$ cat src/verilog/fhc_pkg.sv
/*
 * Shared constants and carrier types of the flash halt check engine.
 * Assumes a 20-bit CPU data address space and a 32-bit code flash read port.
 */
package fhc_pkg;
	// Register addresses
	localparam logic [19:0] FHC_CTRL_ADDR = 20'hF02F0;
	localparam logic [19:0] FHC_RESULT_ADDR = 20'hF02F2;
	// Control register fields and reset
	localparam int FHC_ARM_POS = 7;
	localparam int FHC_ZERO_POS = 6;
	localparam int FHC_RANGE_LSB = 0;
	localparam int FHC_RANGE_W = 6;
	localparam logic [7:0] FHC_CTRL_RESET = 8'h00;
	localparam logic [5:0] FHC_RANGE_MAX = 6'h1F;
	// Result register reset
	localparam logic [15:0] FHC_RESULT_RESET = 16'h0000;
	// CRC-16-CCITT generator, taps at 12 and 5 plus constant term
	localparam logic [15:0] FHC_CRC_POLY = 16'h1021;
	localparam int FHC_WORD_BITS = 32;
	// Range step and flash word size
	localparam int FHC_STEP_BYTES = 16384;
	localparam int FHC_WORD_BYTES = 4;
	localparam int FHC_STEP_WORDS = FHC_STEP_BYTES / FHC_WORD_BYTES;
	// Clocks for the smallest range; each step adds one step of words
	localparam int FHC_BASE_CLOCKS = 4095;
	localparam int FHC_FADDR_W = 17;

	// Access size of a CPU register access
	typedef enum logic [1:0] {
		FHC_SZ_BIT = 2'h0,
		FHC_SZ_BYTE = 2'h1,
		FHC_SZ_WORD = 2'h2
	} fhc_size_e;

	// One CPU register access, valid for one cycle
	typedef struct packed {
		logic [19:0] addr;
		logic wr;
		logic rd;
		fhc_size_e size;
		logic [2:0] bit_pos;
		logic [15:0] wdata;
	} fhc_bus_req_s;

	// Flash read request toward the code flash
	typedef struct packed {
		logic rd;
		logic [FHC_FADDR_W-1:0] word_addr;
	} fhc_flash_req_s;
endpackage

$ cat src/verilog/fhc_engine.sv
/*
 * Flash halt check engine: on a halt while armed, reads code flash from
 * address zero one word per clock and accumulates a CRC-16 in the result
 * register, then releases the halt.
 * Assumes the CPU bus, halt strobe and flash port are on clk; flash data
 * returns one clock after the read request, and the flash read port stalls
 * with the same clock enable, so a frozen cycle never loses a word.
 * Assumes the seed is preset by a result write while armed; prohibited
 * range codes leave a halt as a plain halt with no check.
 * Words fold one clock after they are read, so the release comes two
 * clocks after the last read.
 * The hold output keeps the CPU stopped; the release pulse wakes it.
 */
// Contract
// - CRC-16-CCITT polynomial, taps twelve, five, zero
// - Words fed MSB first, bit 31 to 0
// - Armed halt starts the flash check
// - Unarmed: engine idle, halt checks nothing
// - Release halt automatically when check completes
// - Range code selects (code+1) times 16 KB
// - Start at zero, skip last four bytes
// - One clock per checked 32-bit word
// - Final checksum lands in result register
// - Result writes only while armed
// - Control: byte or arm-bit access; bit six zero
// - CPU stays stopped during whole check
`timescale 1ns/1ps
`default_nettype none
module fhc_engine
	import fhc_pkg::*;
#(
	parameter int STEP_WORDS = FHC_STEP_WORDS
)
(
	input wire logic clk,
	input wire logic reset,
	input wire logic ce,
	input wire fhc_bus_req_s bus_req,
	output logic [15:0] bus_rdata,
	input wire logic halt_exec,
	output logic cpu_hold,
	output logic halt_release,
	output fhc_flash_req_s flash_req,
	input wire logic [31:0] flash_rdata
);
	// One-hot sequencer states
	typedef enum logic [2:0] {
		ST_IDLE = 3'b001,
		ST_RUN = 3'b010,
		ST_DRAIN = 3'b100
	} fhc_state_e;

	fhc_state_e state_q, state_d;
	logic [7:0] ctrl_q, ctrl_d;
	logic [15:0] result_q, result_d;
	logic [FHC_FADDR_W-1:0] addr_q, addr_d;
	logic [FHC_FADDR_W-1:0] last_q, last_d;
	logic data_vld_q;
	logic hold_q;
	logic release_q;
	logic rd_q;
	logic [15:0] rdata_q, rdata_d;
	logic [15:0] crc_next;

	// Write strobe for one register at one access size
	function automatic logic wr_hit(input fhc_bus_req_s r, input logic [19:0] a,
		input fhc_size_e s);
		wr_hit = r.wr && r.addr == a && r.size == s;
	endfunction

	// Read strobe for one register, access size ignored
	function automatic logic rd_hit(input fhc_bus_req_s r, input logic [19:0] a);
		rd_hit = r.rd && r.addr == a;
	endfunction

	// Register decode
	wire arm = ctrl_q[FHC_ARM_POS];
	wire [5:0] range_code = ctrl_q[FHC_RANGE_LSB +: FHC_RANGE_W];
	wire ctrl_rd = rd_hit(bus_req, FHC_CTRL_ADDR);
	wire result_rd = rd_hit(bus_req, FHC_RESULT_ADDR);
	// Control takes a whole byte or the arm bit alone
	wire ctrl_byte_wr = wr_hit(bus_req, FHC_CTRL_ADDR, FHC_SZ_BYTE);
	wire ctrl_bit_wr = wr_hit(bus_req, FHC_CTRL_ADDR, FHC_SZ_BIT) &&
		bus_req.bit_pos == 3'(FHC_ARM_POS);
	// Result takes a word write only while armed and idle
	wire result_wr = wr_hit(bus_req, FHC_RESULT_ADDR, FHC_SZ_WORD) && arm &&
		state_q == ST_IDLE;
	// Prohibited range codes never start a check
	wire range_ok = range_code <= FHC_RANGE_MAX;
	// A halt starts a check only when armed, legal and idle
	wire start = halt_exec && arm && range_ok && state_q == ST_IDLE;
	// Final word index reached
	wire at_last = addr_q == last_q;

	// Last word index: (code+1) steps of words less the final word
	// Top range wraps to zero; the subtraction still gives the right index
	wire [FHC_FADDR_W-1:0] range_words =
		FHC_FADDR_W'((32'(range_code) + 32'd1) * 32'(STEP_WORDS));
	wire [FHC_FADDR_W-1:0] range_last = range_words - FHC_FADDR_W'(2);

	// Word-wide CRC step
	fhc_crc_word u_crc (
		.crc_in(result_q),
		.word_in(flash_rdata),
		.crc_out(crc_next)
	);

	// Control register next value
	always_comb begin
		ctrl_d = ctrl_q;
		if (ctrl_byte_wr) begin
			ctrl_d = bus_req.wdata[7:0];
		end else if (ctrl_bit_wr) begin
			ctrl_d[FHC_ARM_POS] = bus_req.wdata[0];
		end
		// Bit six forced low whatever is written
		ctrl_d[FHC_ZERO_POS] = 1'b0;
	end

	// Sequencer
	always_comb begin
		state_d = state_q;
		addr_d = addr_q;
		last_d = last_q;
		unique case (state_q)
			ST_IDLE: begin
				if (start) begin
					state_d = ST_RUN;
					addr_d = '0;
					last_d = range_last;
				end
			end
			ST_RUN: begin
				// One word per clock until the last index
				addr_d = addr_q + FHC_FADDR_W'(1);
				if (at_last) begin
					state_d = ST_DRAIN;
				end
			end
			ST_DRAIN: begin
				// Last word folds while the release is registered
				state_d = ST_IDLE;
			end
			default: begin
				state_d = ST_IDLE;
			end
		endcase
	end

	// Result register: CRC accumulation, else CPU write while armed
	always_comb begin
		result_d = result_q;
		if (data_vld_q) begin
			result_d = crc_next;
		end else if (result_wr) begin
			result_d = bus_req.wdata;
		end
	end

	// Read data mux, control bit six always zero
	always_comb begin
		rdata_d = 16'h0000;
		if (ctrl_rd) begin
			rdata_d = {8'h00, ctrl_q};
		end else if (result_rd) begin
			rdata_d = result_q;
		end
	end

	// State and registers
	always_ff @(posedge clk) begin
		if (reset) begin
			state_q <= ST_IDLE;
			ctrl_q <= FHC_CTRL_RESET;
			result_q <= FHC_RESULT_RESET;
			addr_q <= '0;
			last_q <= '0;
			rdata_q <= 16'h0000;
		end else if (ce) begin
			state_q <= state_d;
			ctrl_q <= ctrl_d;
			result_q <= result_d;
			addr_q <= addr_d;
			last_q <= last_d;
			rdata_q <= rdata_d;
		end
	end

	// Data-valid, hold and release pipeline
	// Hold drops in the same cycle as the release pulse
	always_ff @(posedge clk) begin
		if (reset) begin
			data_vld_q <= 1'b0;
			hold_q <= 1'b0;
			release_q <= 1'b0;
		end else if (ce) begin
			data_vld_q <= state_q == ST_RUN;
			hold_q <= state_d != ST_IDLE;
			release_q <= state_q == ST_DRAIN;
		end
	end

	// Flash read strobe, registered from the next state so the port sees a flop
	always_ff @(posedge clk) begin
		if (reset) begin
			rd_q <= 1'b0;
		end else if (ce) begin
			rd_q <= state_d == ST_RUN;
		end
	end

	// Outputs straight from flip-flops
	assign bus_rdata = rdata_q;
	assign cpu_hold = hold_q;
	assign halt_release = release_q;
	assign flash_req.rd = rd_q;
	assign flash_req.word_addr = addr_q;
endmodule
`default_nettype wire

$ cat src/verilog/fhc_crc_word.sv
/*
 * Folds one 32-bit word into a CRC-16 value, most significant bit first.
 * Purely combinational; the caller registers the result.
 */
`timescale 1ns/1ps
`default_nettype none
module fhc_crc_word
	import fhc_pkg::*;
(
	input wire logic [15:0] crc_in,
	input wire logic [31:0] word_in,
	output logic [15:0] crc_out
);
	// One shift of the serial CRC register
	function automatic logic [15:0] crc_bit(input logic [15:0] c, input logic d);
		logic fb;
		fb = c[15] ^ d;
		crc_bit = {c[14:0], 1'b0} ^ (fb ? FHC_CRC_POLY : 16'h0000);
	endfunction

	// Bit 31 first down to bit 0
	always_comb begin
		logic [15:0] c;
		c = crc_in;
		for (int i = FHC_WORD_BITS - 1; i >= 0; i--) begin
			c = crc_bit(c, word_in[i]);
		end
		crc_out = c;
	end
endmodule
`default_nettype wire

$ cat config.mk
export PLATFORM = sky130hd
export DESIGN_NAME = fhc_engine
export DESIGN_NICKNAME = d
export VERILOG_FILES = /design/src/verilog/fhc_pkg.sv /design/src/verilog/fhc_engine.sv /design/src/verilog/fhc_crc_word.sv
export SDC_FILE = /design/constraint.sdc
export NUM_CORES = 1
export LEC_CHECK = 0
export CAP_MARGIN = 40
export CORE_AREA = 2 2 94 96
export CTS_CLUSTER_DIAMETER = 80
export DETAILED_ROUTE_END_ITERATION = 12
export DIE_AREA = 0 0 96 98
export DONT_BUFFER_PORTS = 1
export GPL_ROUTABILITY_DRIVEN = 0
export PLACE_DENSITY = 0.74
export SLEW_MARGIN = 10
export SYNTH_ARGS = -nofsm -noshare
export SYNTH_HDL_FRONTEND = slang
export SYNTH_HIERARCHICAL = 1
export SYNTH_SLANG_ARGS = --single-unit
$ cat constraint.sdc
create_clock -name clk -period 3.9 [get_ports clk]
set_input_delay 0.195 -clock clk [delete_from_list [all_inputs] [get_ports clk]]
set_output_delay 0.195 -clock clk [all_outputs]
set_load 0.02 [all_outputs]
==> impl_metrics.csv <==
group,metric,value,unit
status,status,"finished clean",
final_layout,areaGrowthSynthToFinish,7.92,%
pwr,p_comb_share,40.0,%
yosys,synthCells,567,
final_layout,nets,640,
sta,period_share,74.6,%
yosys,synth_top_family_by_area,"XOR/XNOR gates",
worst_setup_path,slowest_delay,0.51,ns
yosys,yosysTopAreaCellShare,28.2,%
placed_design,io_buffers,0,
pwr,p_total,2.15,mW
yosys,syn_area,4900,µm²
detailed_routing,num_vias,4387,
pwr,seq_power_share,33.7,%
worst_setup_path,crit_type,"flip-flop to flip-flop",
detailed_routing,via_per_inst,6.54,
clock_network,cts_buffers,9,
placed_design,pre_cts_slack,1.02,ns
final_layout,final_util,62.4,%
clock_network,cts-root-buf,"clkbuf_8",
pwr,switching_power,0.716,mW
yosys,synth_mux_area_share,1.87,%
yosys,yosys.area.top_type,"dfxtp_1",
worst_setup_path,cp-start-kind,"flip-flop",
floorplan,dieWidth,96,µm
global_routing,grt_pass1_vias,4108,
worst_setup_path,worst_ep_arrival_time,3.15,ns
final_layout,nFillCells,757,
worst_setup_path,crit_top_cell,"xnor2_2",
yosys,synth-seq-area-share,28.2,%
pwr,ir_drop,0.201,mV
global_routing,grt_max_degree,41,
yosys,synth.most_common_cell,"dfxtp_1",
sta,period_minus_slack,2.91,ns
sta,maxSlewHeadroom,43.0,%
final_layout,drive_above_1_share,7.99,%
yosys,yosys_warnings,6,
worst_setup_path,path_delay_family,"XOR/XNOR gates",
yosys,synth_edf_count,0,
worst_setup_path,critPathRequiredTime,4.14,ns
yosys,avgSynthCellArea,8.63,µm²
clock_network,cts-resized-gates,0,
clock_network,insertion_delay,0.35,ns
floorplan,core-area,8470,µm²
floorplan,start_util,57.8,%
clock_network,cts_sinks,69,
global_routing,grt_pass1_wl,21700,µm
worst_setup_path,crit_slowest_cell,"xor3_2",
floorplan,io_pins,115,
global_routing,grt_overflow_total,0,
sta,slew_viol_final,0,
yosys,yosys-top-cells-area,"dfxtp_1 (28%), xnor2_1 (12%), a21oi_1 (6.0%)",
detailed_routing,drt_iter0_markers,299,
clock_network,cts_tree,"yes",
global_routing,antenna_found_initial,0,
clock_network,clkTransAtPathRegs,0.08,ns
yosys,synth_simple_gate_area_share,20.1,%
clock_network,cts_max_path_buffers,2,
flow_run,drv_cap,0,
pwr,power_density,406,nW/µm²
pwr,intPower,1.43,mW
pwr,power_leakage,1.76,nW
sta,setup_viol,0,
floorplan,dieArea,9410,µm²
pwr,switching_share,33.3,%
detailed_routing,first_pass_iters,5,
detailed_routing,avgRoutedWirePerCell,20.2,µm
placed_design,dp.cells,637,
floorplan,rows,34,
final_layout,layout.cells.non_filler,671,
yosys,synth-compound-area-share,20.2,%
sta,setup_tns,0,ns
worst_setup_path,crit_path_end_kind,"flip-flop",
sta,clock.fmax,344,MHz
pwr,p_clk_share,26.3,%
yosys,synthAdderAreaFrac,0.767,%
worst_setup_path,crit_buf_inv,0,
floorplan,die_h,98,µm
placed_design,dp_hpwl,9560,µm
yosys,synthTopCellsByCount,"dfxtp_1 (69), nand2_1 (67), xnor2_1 (66), a21oi_1 (59), clkbuf_1 (28)",
yosys,async_flop_share,0,%
global_routing,grt_use_total,29.4,%
yosys,ys.flop_type,"dfxtp_1",
final_layout,multiInputGateArea,3300,µm²
sta,worst_slew_pin_slew,0.849,ns
sta,skew,0.0134,ns
clock_network,ctsHtreeMaxLevel,3,
yosys,ys_types,61,
sta,rsz0062_at_grt,"false",
detailed_routing,drc_errors,0,
yosys,synth_fp_nets,649,
hold_path,holdCritPathClass,"input pin to flip-flop",
worst_setup_path,crit_fanout,4,
worst_setup_path,worstPathCellList,"xnor2_2 -> xor3_2 -> xor2_1 -> xnor3_2 -> xnor2_2 -> xnor3_1 -> nand2_1 -> a21oi_1 -> a311o_1",
yosys,ys_ff_latch,69,
final_layout,regArea,1380,µm²
detailed_routing,ant_nets,0,
sta,hold_viol_final,0,
sta,setup_slack,0.990,ns
detailed_routing,wl,13500,µm
yosys,synth_xor_area_share,24.3,%
final_layout,antenna_cells,0,
cells by family after synthesis:
kind of cell / after synthesis
xor gates and xnor gates: 105
DFF: 69
adders and majority gates: 3
AOI/OAI and AO/OA: 144
muxes: 9
and+or+nand+nor: 184
buffers and inverters: 53
final cells by class:
type	count	share of cell area, %
clock buffer	11	2.87
clock inverter	5	0.639
inverter	10	0.710
multi-input combinational	445	62.4
sequential	69	26.1
tap	108	2.56
timing repair buffer	23	4.69
worst register-to-register path: stages (launching register included):
cell	delay, ns
dfxtp_1	0.36
xnor2_2	0.25
xor3_2	0.51
xor2_1	0.29
xnor3_2	0.46
xnor2_2	0.27
xnor3_1	0.25
nand2_1	0.06
a21oi_1	0.07
a311o_1	0.28
worst paths after layout:
path | startpoint | end | slack [ns] | cells after the start
hold / removal | bus_req[5] | result_q[5]$_SDFFE_PP0P_ | 0.01 | 1
hold reg to reg | last_q[14]$_SDFFE_PP0P_ | last_q[14]$_SDFFE_PP0P_ | 0.47 | 2
setup / recovery | result_q[4]$_SDFFE_PP0P_ | result_q[6]$_SDFFE_PP0P_ | 0.99 | 9
setup reg to reg | result_q[4]$_SDFFE_PP0P_ | result_q[6]$_SDFFE_PP0P_ | 0.99 | 9
stage by stage:
step / instance area [µm²] / hold WS (ns)
6_report: 5280 / 0.0124
5_1_grt: 5280 / 0.0109
4_1_cts: 5270 / 0.00278
3_5_place_dp: 4910 / 0.273
3_3_place_gp: 4870 / 0.274
2_1_floorplan: 4900 / 0.340
cells in the final DEF, fill, tap and decap left out, types with 3 or more instances in the layout:
cell / n
xor2_1: 17
ha_1: 3
nor2_1: 18
o21ai_0: 4
o211ai_1: 18
or3_1: 4
o31ai_1: 13
a311o_1: 16
o311ai_0: 4
o21a_1: 3
a311oi_1: 7
nand2_1: 67
buf_4: 4
xnor2_2: 7
nor2b_1: 5
xor3_1: 3
nand2b_1: 5
a21oi_1: 59
nand4bb_1: 3
xnor3_1: 9
dfxtp_1: 69
nand3_1: 22
nor3_1: 6
nor4_1: 5
and3_1: 6
xnor2_1: 66
a31oi_1: 4
and4_1: 3
nand4_1: 19
mux2i_1: 8
clkbuf_8: 11
or4_1: 5
inv_1: 10
a31o_2: 5
dlygate4sd3_1: 17
a211oi_1: 5
what timing repair did:
item,CTS,global route
setup buffers,0,0
hold buffers,17,1
hold endpoints to repair,58,1
endpoints found under the setup margin,0,0
flip-flops by register name, summed over array words and instances (netlist names):
name	count
cpu_hold	1
last_q	6
addr_q	17
data_vld_q	1
state_q	3
rd_q	1
bus_rdata	16
result_q	16
ctrl_q	7
halt_release	1
routing by layer:
| metal | vias up | wire, µm | global-route usage (%) |
|---|---|---|---|
| li1 | 2065 | - | - |
| met1 | 2065 | 5790 | 42.7 |
| met2 | 241 | 6140 | 42.9 |
| met3 | 16 | 1440 | 8.56 |
| met4 | 0 | 182 | 6.81 |
| met5 | - | 0 | 0 |
power groups by stage:
stage	Combinational, mW	Clock, mW	Sequential, mW
2_1_floorplan	0.715	0	0.736
3_3_place_gp	0.806	0	0.740
3_5_place_dp	0.813	0	0.741
4_1_cts	0.848	0.567	0.724
5_1_grt	0.914	0.605	0.726
6_report	0.858	0.564	0.724
(Power assumes the default switching activity.)
